--- config.mk ---
export PLATFORM = sky130hd
export DESIGN_NAME = pes_ping_sync
export DESIGN_NICKNAME = d
export VERILOG_FILES = /design/src/hw/pes_pkg.sv /design/src/hw/pes_ping_sync.sv
export SDC_FILE = /design/constraint.sdc
export NUM_CORES = 1
export LEC_CHECK = 0
export BUFFER_PORTS_ARGS = -buffer_cell sky130_fd_sc_hd__buf_2
export CAP_MARGIN = 10
export CORE_ASPECT_RATIO = 0.8
export CORE_MARGIN = 1.5
export CORE_UTILIZATION = 50
export CTS_CLUSTER_SIZE = 16
export DETAILED_ROUTE_END_ITERATION = 6
export PLACE_DENSITY = 0.75
export SLEW_MARGIN = 20
export SYNTH_ARGS = -nofsm -noshare
export SYNTH_HDL_FRONTEND = slang
export SYNTH_SLANG_ARGS = --single-unit
--- constraint.sdc ---
create_clock -name clock -period 5.5 [get_ports clock]
set_clock_uncertainty 0.05 [all_clocks]
set_input_delay 1.1 -clock clock [delete_from_list [all_inputs] [get_ports clock]]
set_output_delay 1.1 -clock clock [all_outputs]
set_load 0.1 [all_outputs]
--- src/hw/pes_pkg.sv ---
// Constants for the ping event synchronisation block
package pes_pkg;
	// Register byte offsets
	localparam logic [7:0] ADDR_CTRL   = 8'h00;
	localparam logic [7:0] ADDR_PERIOD = 8'h04;
	localparam logic [7:0] ADDR_CMP    = 8'h08;
	localparam logic [7:0] ADDR_PRESC  = 8'h0C;
	localparam logic [7:0] ADDR_MATCH  = 8'h10;
	localparam logic [7:0] ADDR_STATUS = 8'h14;

	// Control fields
	localparam int CTRL_LINKUP_BIT = 0;
	localparam int CTRL_LEAD_BIT   = 1;
	localparam int CTRL_EDGE_BIT   = 2;
	localparam int CTRL_W          = 3;

	// Reset values
	localparam logic [2:0]  CTRL_RST   = 3'h0;
	localparam logic [15:0] PERIOD_RST = 16'h0063;
	localparam logic [15:0] CMP_RST    = 16'h0032;
	localparam logic [3:0]  PRESC_RST  = 4'h1;
	localparam logic [15:0] MATCH_RST  = 16'h0000;

	// Status fields
	localparam int STAT_TXCNT_LSB = 0;
	localparam int STAT_RXCNT_LSB = 8;
	localparam int STAT_BUSY_BIT  = 16;

	// Link timing
	localparam int CLK_PERIOD_NS  = 100;
	localparam int LINK_PERIOD_NS = 800;
	localparam int HALF_CYC_I     = LINK_PERIOD_NS / (2 * CLK_PERIOD_NS);
	localparam logic [2:0] HALF_CYC = 3'(HALF_CYC_I);
	localparam logic [2:0] BIT_LAST = 3'(2 * HALF_CYC_I - 1);

	// Frame shape: start bit, type bit, optional data byte
	localparam logic [3:0] PING_BITS = 4'h2;
	localparam logic [3:0] DATA_BITS = 4'hA;
	localparam logic [2:0] BYTE_LAST = 3'h7;

	typedef enum logic [0:0] {
		TX_IDLE = 1'b0,
		TX_SEND = 1'b1
	} pes_tx_t;

	typedef enum logic [1:0] {
		RX_IDLE = 2'b00,
		RX_TYPE = 2'b01,
		RX_DATA = 2'b10
	} pes_rx_t;
endpackage
--- src/hw/pes_ping_sync.sv ---
// Ping event sync: lead launcher, node forwarder, delay counter, link
//
// Contract
// - No pings sent or taken until software marks the handshake done.
// - Lead sends a sync ping periodically, like a timer.
// - Lead ping comes from a local PWM compare event, compare programmable.
// - Lead launches on rising or falling compare edge, by setting.
// - Sync request is a ping frame, the shortest frame type.
// - Pings and data share one clock line and one data line.
// - Node forwards a received ping at once, without waiting; the code holds it in pingPend_r until the transmitter is idle.
// - Node delay counter runs from zero up to programmable match, then stops until the next ping.
// - Ping starts delay counter; on match a sync-in pulse goes out.
// - Lead launch prescaled: ping every Nth compare event, N up to 15.
//
// Implementation choices: the placing of the registers and the APB interface to the registers.
`timescale 1ns/1ns
module pes_ping_sync (
	input  wire logic        clock,
	input  wire logic        reset,
	input  wire logic        psel,
	input  wire logic        penable,
	input  wire logic        pwrite,
	input  wire logic [7:0]  paddr,
	input  wire logic [31:0] pwdata,
	output logic      [31:0] prdata,
	output logic             pready,
	output logic             pslverr,
	output logic             linkClkOut,
	output logic             linkDataOut,
	input  wire logic        linkClkIn,
	input  wire logic        linkDataIn,
	input  wire logic        txValid,
	input  wire logic [7:0]  txData,
	output logic             txReady,
	output logic             rxValid,
	output logic      [7:0]  rxData,
	output logic             pwmCmpOut,
	output logic             pwmZero,
	output logic             syncIn
);
	logic [2:0]  ctrl_r;
	logic [15:0] period_r, cmp_r, match_r, pwmCnt_r, dlyCnt_r;
	logic [3:0]  presc_r, preCnt_r, presLimit, txBitsLeft_r;
	logic [7:0]  txPingCnt_r, rxPingCnt_r, rxShift_r;
	logic [2:0]  txPhase_r, rxCnt_r;
	logic [9:0]  txShift_r;
	logic        linkUp, leadMode, edgeFall, cmpPrev_r, cmpEvent, leadLaunch;
	logic        pingPend_r, txStart, fwdPing, rxPing, dlyRun_r, acc, mapped;
	logic        lcS1, lcS2, lcS3, ldS1, ldS2, lcRise;
	logic [31:0] rdMux;
	pes_pkg::pes_tx_t txState_r;
	pes_pkg::pes_rx_t rxState_r;

	assign linkUp   = ctrl_r[pes_pkg::CTRL_LINKUP_BIT];
	assign leadMode = ctrl_r[pes_pkg::CTRL_LEAD_BIT];
	assign edgeFall = ctrl_r[pes_pkg::CTRL_EDGE_BIT];

	// APB slave, zero wait states
	assign pready = 1'b1;
	assign acc    = psel & penable;
	always_comb begin
		mapped = 1'b1;
		rdMux  = 32'h0000_0000;
		case (paddr)
		pes_pkg::ADDR_CTRL:   rdMux = {29'h0, ctrl_r};
		pes_pkg::ADDR_PERIOD: rdMux = {16'h0000, period_r};
		pes_pkg::ADDR_CMP:    rdMux = {16'h0000, cmp_r};
		pes_pkg::ADDR_PRESC:  rdMux = {28'h000_0000, presc_r};
		pes_pkg::ADDR_MATCH:  rdMux = {16'h0000, match_r};
		pes_pkg::ADDR_STATUS: rdMux = {15'h0000, txState_r == pes_pkg::TX_SEND,
			rxPingCnt_r, txPingCnt_r};
		default:              mapped = 1'b0;
		endcase
	end
	assign pslverr = acc & ~mapped;

	always_ff @(posedge clock) begin
		if (reset)
			prdata <= 32'h0000_0000;
		else if (psel & ~penable)
			prdata <= rdMux;
	end

	always_ff @(posedge clock) begin
		if (reset) begin
			ctrl_r   <= pes_pkg::CTRL_RST;
			period_r <= pes_pkg::PERIOD_RST;
			cmp_r    <= pes_pkg::CMP_RST;
			presc_r  <= pes_pkg::PRESC_RST;
			match_r  <= pes_pkg::MATCH_RST;
		end else if (acc & pwrite) begin
			case (paddr)
			pes_pkg::ADDR_CTRL:   ctrl_r   <= pwdata[2:0];
			pes_pkg::ADDR_PERIOD: period_r <= pwdata[15:0];
			pes_pkg::ADDR_CMP:    cmp_r    <= pwdata[15:0];
			pes_pkg::ADDR_PRESC:  presc_r  <= pwdata[3:0];
			pes_pkg::ADDR_MATCH:  match_r  <= pwdata[15:0];
			default: ;
			endcase
		end
	end

	// PWM timebase; a node's sync-in pulls it back to zero
	always_ff @(posedge clock) begin
		if (reset) begin
			pwmCnt_r  <= 16'h0000;
			pwmCmpOut <= 1'b0;
			cmpPrev_r <= 1'b0;
			pwmZero   <= 1'b0;
		end else begin
			if ((syncIn & ~leadMode) || pwmCnt_r >= period_r)
				pwmCnt_r <= 16'h0000;
			else
				pwmCnt_r <= pwmCnt_r + 16'h0001;
			pwmCmpOut <= pwmCnt_r >= cmp_r;
			cmpPrev_r <= pwmCmpOut;
			pwmZero   <= pwmCnt_r == 16'h0000;
		end
	end

	assign cmpEvent = edgeFall ? (cmpPrev_r & ~pwmCmpOut)
		: (~cmpPrev_r & pwmCmpOut);

	// Zero prescale is taken as one so launching never stops silently
	assign presLimit  = (presc_r == 4'h0) ? 4'h1 : presc_r;
	assign leadLaunch = cmpEvent & leadMode & linkUp
		& (preCnt_r == presLimit - 4'h1);

	always_ff @(posedge clock) begin
		if (reset || !(leadMode && linkUp))
			preCnt_r <= 4'h0;
		else if (cmpEvent)
			preCnt_r <= leadLaunch ? 4'h0 : preCnt_r + 4'h1;
	end

	// Ping request: launch or forward sets, frame start clears, set wins
	assign fwdPing = rxPing & ~leadMode;
	always_ff @(posedge clock) begin
		if (reset)
			pingPend_r <= 1'b0;
		else if (leadLaunch | fwdPing)
			pingPend_r <= 1'b1;
		else if (txStart)
			pingPend_r <= 1'b0;
	end

	// Transmitter; pings take priority over data on the shared lines
	assign txReady = txState_r == pes_pkg::TX_IDLE && linkUp && !pingPend_r;
	assign txStart = txState_r == pes_pkg::TX_IDLE && linkUp
		&& (pingPend_r || txValid);
	always_ff @(posedge clock) begin
		if (reset) begin
			txState_r    <= pes_pkg::TX_IDLE;
			txShift_r    <= 10'h000;
			txBitsLeft_r <= 4'h0;
			txPhase_r    <= 3'h0;
			txPingCnt_r  <= 8'h00;
		end else begin
			case (txState_r)
			pes_pkg::TX_IDLE: begin
				txPhase_r <= 3'h0;
				if (txStart) begin
					txState_r <= pes_pkg::TX_SEND;
					if (pingPend_r) begin
						txShift_r    <= {2'b10, 8'h00};
						txBitsLeft_r <= pes_pkg::PING_BITS;
						txPingCnt_r  <= txPingCnt_r + 8'h01;
					end else begin
						txShift_r    <= {2'b11, txData};
						txBitsLeft_r <= pes_pkg::DATA_BITS;
					end
				end
			end
			pes_pkg::TX_SEND: begin
				if (txPhase_r == pes_pkg::BIT_LAST) begin
					txPhase_r    <= 3'h0;
					txShift_r    <= {txShift_r[8:0], 1'b0};
					txBitsLeft_r <= txBitsLeft_r - 4'h1;
					if (txBitsLeft_r == 4'h1)
						txState_r <= pes_pkg::TX_IDLE;
				end else begin
					txPhase_r <= txPhase_r + 3'h1;
				end
			end
			default: txState_r <= pes_pkg::TX_IDLE;
			endcase
		end
	end

	// Clock stays low between frames; data set while clock is low
	always_ff @(posedge clock) begin
		if (reset) begin
			linkClkOut  <= 1'b0;
			linkDataOut <= 1'b0;
		end else begin
			linkClkOut  <= txState_r == pes_pkg::TX_SEND
				&& txPhase_r >= pes_pkg::HALF_CYC;
			linkDataOut <= txState_r == pes_pkg::TX_SEND && txShift_r[9];
		end
	end

	// Receiver: link pins come from another clock, two flops first
	always_ff @(posedge clock) begin
		if (reset) begin
			{lcS1, lcS2, lcS3} <= 3'b000;
			{ldS1, ldS2}       <= 2'b00;
		end else begin
			lcS1 <= linkClkIn;
			lcS2 <= lcS1;
			lcS3 <= lcS2;
			ldS1 <= linkDataIn;
			ldS2 <= ldS1;
		end
	end
	assign lcRise = lcS2 & ~lcS3;

	always_ff @(posedge clock) begin
		if (reset) begin
			rxState_r   <= pes_pkg::RX_IDLE;
			rxPing      <= 1'b0;
			rxValid     <= 1'b0;
			rxShift_r   <= 8'h00;
			rxData      <= 8'h00;
			rxCnt_r     <= 3'h0;
			rxPingCnt_r <= 8'h00;
		end else begin
			rxPing  <= 1'b0;
			rxValid <= 1'b0;
			case (rxState_r)
			pes_pkg::RX_IDLE:
				if (lcRise && ldS2)
					rxState_r <= pes_pkg::RX_TYPE;
			pes_pkg::RX_TYPE:
				if (lcRise) begin
					rxCnt_r <= 3'h0;
					if (ldS2) begin
						rxState_r <= pes_pkg::RX_DATA;
					end else begin
						rxState_r   <= pes_pkg::RX_IDLE;
						rxPing      <= linkUp;
						rxPingCnt_r <= rxPingCnt_r + {7'h00, linkUp};
					end
				end
			pes_pkg::RX_DATA:
				if (lcRise) begin
					rxShift_r <= {rxShift_r[6:0], ldS2};
					rxCnt_r   <= rxCnt_r + 3'h1;
					if (rxCnt_r == pes_pkg::BYTE_LAST) begin
						rxState_r <= pes_pkg::RX_IDLE;
						rxData    <= {rxShift_r[6:0], ldS2};
						rxValid   <= 1'b1;
					end
				end
			default: rxState_r <= pes_pkg::RX_IDLE;
			endcase
		end
	end

	// Node delay counter; a new ping restarts it from zero
	always_ff @(posedge clock) begin
		if (reset) begin
			dlyRun_r <= 1'b0;
			dlyCnt_r <= 16'h0000;
			syncIn   <= 1'b0;
		end else begin
			syncIn <= 1'b0;
			if (rxPing && !leadMode) begin
				dlyRun_r <= 1'b1;
				dlyCnt_r <= 16'h0000;
			end else if (dlyRun_r) begin
				if (dlyCnt_r == match_r) begin
					syncIn   <= 1'b1;
					dlyRun_r <= 1'b0;
					dlyCnt_r <= 16'h0000;
				end else begin
					dlyCnt_r <= dlyCnt_r + 16'h0001;
				end
			end
		end
	end

	property p_noTxBeforeUp;
		@(posedge clock) disable iff (reset)
		txStart |-> linkUp;
	endproperty
	a_noTxBeforeUp: assert property (p_noTxBeforeUp)
		else $error("frame started before link up");

	property p_launchPends;
		@(posedge clock) disable iff (reset)
		leadLaunch |=> pingPend_r || $past(txStart) == 1'b0 && txState_r
			== pes_pkg::TX_SEND;
	endproperty
	a_launchPends: assert property (p_launchPends)
		else $error("lead launch lost");

	property p_launchFromCmp;
		@(posedge clock) disable iff (reset)
		leadLaunch |-> cmpEvent && leadMode;
	endproperty
	a_launchFromCmp: assert property (p_launchFromCmp)
		else $error("launch without compare event");

	property p_edgeSel;
		@(posedge clock) disable iff (reset)
		cmpEvent |-> (edgeFall ? $fell(pwmCmpOut) : $rose(pwmCmpOut));
	endproperty
	a_edgeSel: assert property (p_edgeSel)
		else $error("compare edge mismatch");

	property p_pingLen;
		@(posedge clock) disable iff (reset)
		txStart && pingPend_r |=> txState_r == pes_pkg::TX_SEND ##15
			txState_r == pes_pkg::TX_SEND ##1 txState_r == pes_pkg::TX_IDLE;
	endproperty
	a_pingLen: assert property (p_pingLen)
		else $error("ping frame length wrong");

	property p_quietLine;
		@(posedge clock) disable iff (reset)
		txState_r == pes_pkg::TX_IDLE ##1 txState_r == pes_pkg::TX_IDLE
			|-> !linkClkOut && !linkDataOut;
	endproperty
	a_quietLine: assert property (p_quietLine)
		else $error("link driven outside frame");

	property p_forward;
		@(posedge clock) disable iff (reset)
		rxPing && !leadMode |=> pingPend_r || txState_r == pes_pkg::TX_SEND;
	endproperty
	a_forward: assert property (p_forward)
		else $error("ping not forwarded");

	property p_syncAtMatch;
		@(posedge clock) disable iff (reset)
		syncIn |-> $past(dlyCnt_r) == $past(match_r) && dlyCnt_r == 16'h0000;
	endproperty
	a_syncAtMatch: assert property (p_syncAtMatch)
		else $error("sync-in not at match");

	property p_pingStarts;
		@(posedge clock) disable iff (reset)
		rxPing && !leadMode |=> dlyRun_r && dlyCnt_r == 16'h0000;
	endproperty
	a_pingStarts: assert property (p_pingStarts)
		else $error("delay counter not started");

	property p_prescale;
		@(posedge clock) disable iff (reset)
		leadLaunch |-> preCnt_r == presLimit - 4'h1 && presLimit <= 4'hF;
	endproperty
	a_prescale: assert property (p_prescale)
		else $error("prescale count wrong");

	property p_onePulse;
		@(posedge clock) disable iff (reset)
		syncIn |-> $past(dlyRun_r) && !dlyRun_r ##1 !syncIn;
	endproperty
	a_onePulse: assert property (p_onePulse)
		else $error("sync-in not single pulse");

	c_leadPing: cover property (@(posedge clock) disable iff (reset)
		leadLaunch ##[1:20] txState_r == pes_pkg::TX_SEND);
	c_nodeSync: cover property (@(posedge clock) disable iff (reset)
		rxPing ##[1:100] syncIn);
	c_dataByte: cover property (@(posedge clock) disable iff (reset)
		rxValid);
endmodule

==> impl_metrics.json <==
{
  "crit_path_top_delay_cell": "or4_4",
  "cts_hold_buffers": 0,
  "final_common_cell": "dfxtp_1",
  "setup_slack_ns": 1.934,
  "vias_per_cell": 5.991,
  "cp_max_fo": 8,
  "numCtsBuffers": 17,
  "core_area_sq_um": 17430,
  "switching_share_pct": 27.82,
  "slew_viol_final": 0,
  "p_leak_nw": 3.803,
  "drt_first_pass_iters": 5,
  "min_path_type": "reg2reg",
  "grt_overflow": 0,
  "path_clk_slew_ns": 0.07,
  "antenna_found_initial": 1,
  "startpoint_type": "primary input",
  "cts.repair.resized": 0,
  "status": "finished, final reports clean",
  "switchingPower_uw": 749.1,
  "dp.final_hpwl_um": 15330,
  "synth-main-ff-cell": "dfxtp_1",
  "power.clock.fraction_pct": 45.7,
  "syn_area_sq_um": 8964,
  "post-route-min-period_ns": 3.566,
  "rsz0062_at_grt": "false",
  "die_h_um": 122.8,
  "nNetsFinal": 1161,
  "fin_cells": 1297,
  "power.density_nw_per_um2": 270.1,
  "critPathKind": "in2out",
  "final_antenna_net_count": 0,
  "routed_wirelength_um": 21940,
  "tns_ns": 0,
  "critical_path_arrival_ns": 2.42,
  "setup_viol": 0,
  "clk_latency_ns": 0.43,
  "yosysSeqAreaShare_pct": 39.53,
  "synth-edff-count": 0,
  "grt_max_degree": 57,
  "cts_sinks": 177,
  "gp_congestion": 0.8289,
  "hold_viol_final": 0,
  "cp-end-kind": "primary output",
  "via_count": 7770,
  "diodes": 0,
  "synth.distinct_cells": 69,
  "fillCellCount": 1576,
  "drive_gt1_share_pct": 12.69,
  "internal_power_mw": 1.944,
  "cts_tree": "built",
  "dr.first_iter.drc_count": 583,
  "die-area_sq_um": 18740,
  "path_buf_inv": 2,
  "ys_seq_elements": 177,
  "layout_common_cells": "dfxtp_1, nand2_1, buf_2",
  "io_pins": 105,
  "synthArstFlopShare_pct": 0,
  "wire_per_inst_um": 16.92,
  "max_freq_mhz": 280.4,
  "crit_family": "simple AND/OR/NAND/NOR gates",
  "cpPeakStageDelay_ns": 0.58,
  "rows": 43,
  "die_w_um": 152.7,
  "initial_utilization_pct": 51.42,
  "cts.path.max_buffers": 2,
  "slew_headroom_pct": 30.31,
  "period_share_pct": 64.84,
  "p_comb_share_pct": 6.3,
  "cts_setup_buffers": 0,
  "critical_path_required_ns": 4.35,
  "crit_chain": "buf_2, or4_4, a211oi_1, nor2_1, buf_2",
  "placed_area_sq_um": 9359,
  "yosysWarnings": 0,
  "placed_cells": 1265,
  "path_common_cell": "buf_2",
  "h-tree-depth": 4,
  "areaGrowthSynthToFinish_pct": 11.24,
  "drc": 0,
  "io_buffers": 72,
  "tightest_slew_ns": 1.042,
  "syn_inst": 1027,
  "post-place-ws_ns": 1.934,
  "grt_usage_pct": 23.29,
  "synth.avg_cell_area_sq_um": 8.728,
  "ir_worst_vdd_uv": 232.4,
  "final_area_sq_um": 9971,
  "p_seq_share_pct": 48.0,
  "maxCapViolCount": 0,
  "grt_pass1_vias": 6966,
  "grt_pass1_wl_um": 35290,
  "cts_root_buf": "clkbuf_16"
}
==> cells by family after synthesis <==
logic type,share of synthesized area [%]
multiplexers,5.877
AO/OA/AOI/OAI,15.34
other,0.08378
XOR/XNOR,5.625
flip-flops,39.53
AND/OR/NAND/NOR,20.62
adder cells (fa/ha/maj),6.421
buffers and inverters,6.505
==> power groups by stage <==
| stage | Clock (mW) | Sequential (mW) | Combinational (mW) |
|---|---|---|---|
| finish | 1.23 | 1.29 | 0.169 |
| global placement | 0 | 1.32 | 0.165 |
| global route | 1.30 | 1.29 | 0.179 |
| detailed placement | 0 | 1.32 | 0.166 |
| floorplan | 0 | 1.33 | 0.121 |
| CTS | 1.24 | 1.29 | 0.167 |
==> cells in the mapped netlist (all sizes together) (4+ instances only) <==
| library cell | count | area [sq um] |
|---|---|---|
| nand3b | 4 | 30.03 |
| o22ai | 15 | 93.84 |
| nor2 | 61 | 229.0 |
| o21a | 4 | 30.03 |
| clkbuf | 56 | 210.2 |
| inv | 47 | 176.4 |
| a2bb2oi | 5 | 43.79 |
| a31o | 5 | 43.80 |
| nand2b | 8 | 50.05 |
| nand2 | 88 | 330.3 |
| ha | 46 | 575.6 |
| dfxtp | 177 | 3543 |
| xor2 | 28 | 245.2 |
| and4 | 8 | 70.07 |
| a21oi | 60 | 300.3 |
| a2111oi | 5 | 43.79 |
| a221oi | 9 | 78.83 |
| nor3 | 26 | 130.1 |
| a22o | 14 | 122.6 |
| a22oi | 15 | 112.6 |
| nand4 | 21 | 131.4 |
| nor4 | 35 | 219.0 |
| or3 | 7 | 53.80 |
| buf | 27 | 196.4 |
| nor2b | 16 | 100.1 |
| a211oi | 16 | 120.1 |
| nand3 | 48 | 240.2 |
| mux2 | 5 | 56.30 |
| and3 | 10 | 62.56 |
| o21ai | 35 | 175.2 |
| o211ai | 7 | 52.55 |
| xnor2 | 27 | 236.5 |
| mux2i | 47 | 470.5 |
==> final timing paths <==
check / from / end / slack [ns] / cells after the start
worst max-delay path: paddr[7] / pslverr / 1.93 / 5
worst min-delay path: lcS1$_SDFF_PP0_ / lcS2$_SDFF_PP0_ / 0.39 / 1
worst max register to register: pwmCnt_r[9]$_SDFF_PP0_ / pwmCnt_r[15]$_SDFF_PP0_ / 3.12 / 5
worst min register to register: lcS1$_SDFF_PP0_ / lcS2$_SDFF_PP0_ / 0.39 / 1
==> worst reg2reg max path, delay by kind of cell (launching register included) <==
kind            cells  cell delay [ns]
simple gates        3             0.86
compound gates      1             0.50
flops               1             0.54
fa+ha+maj           1             0.32
==> layer usage <==
layer / vias to the layer above / global-route usage, % / wire (um) / part of all wire, %
li1: 3751 / - / - / -
met1: 3729 / 34.20 / 10620 / 48
met2: 257 / 34.66 / 9455 / 43
met3: 33 / 4.343 / 1518 / 6.9
met4: 0 / 6.851 / 354 / 1.6
met5: - / 0 / 0 / 0
==> sequential cells by signal, indices dropped and copies added (netlist names), 7 cells and up <==
register     flops
match_r         16
txPingCnt_r      8
pwmCnt_r        16
dlyCnt_r        16
period_r        16
prdata          17
rxData           8
cmp_r           16
rxPingCnt_r      8
rxShift_r        7
txShift_r       10
==> final cells by class <==
| cell class | count | area, sq um | area share (%) |
|---|---|---|---|
| tap | 225 | 281.5 | 2.823 |
| multi-input combinational | 734 | 4920 | 49.34 |
| inverter | 47 | 176.4 | 1.769 |
| timing repair buffer | 82 | 437.9 | 4.392 |
| clock inverter | 15 | 186.4 | 1.870 |
| clock buffer | 17 | 425.4 | 4.267 |
| sequential | 177 | 3543 | 35.54 |
==> through the flow <==
step	hold WS, ns	power [mW]	utilization (%)
CTS	0.3938	2.704	57.20
global placement	0.3729	1.488	53.67
floorplan	0.3561	1.456	-
global route	0.4137	2.776	57.20
finish	0.3921	2.693	57.20
detailed placement	0.3760	1.489	53.69
Power figures use the tool's default switching activity.
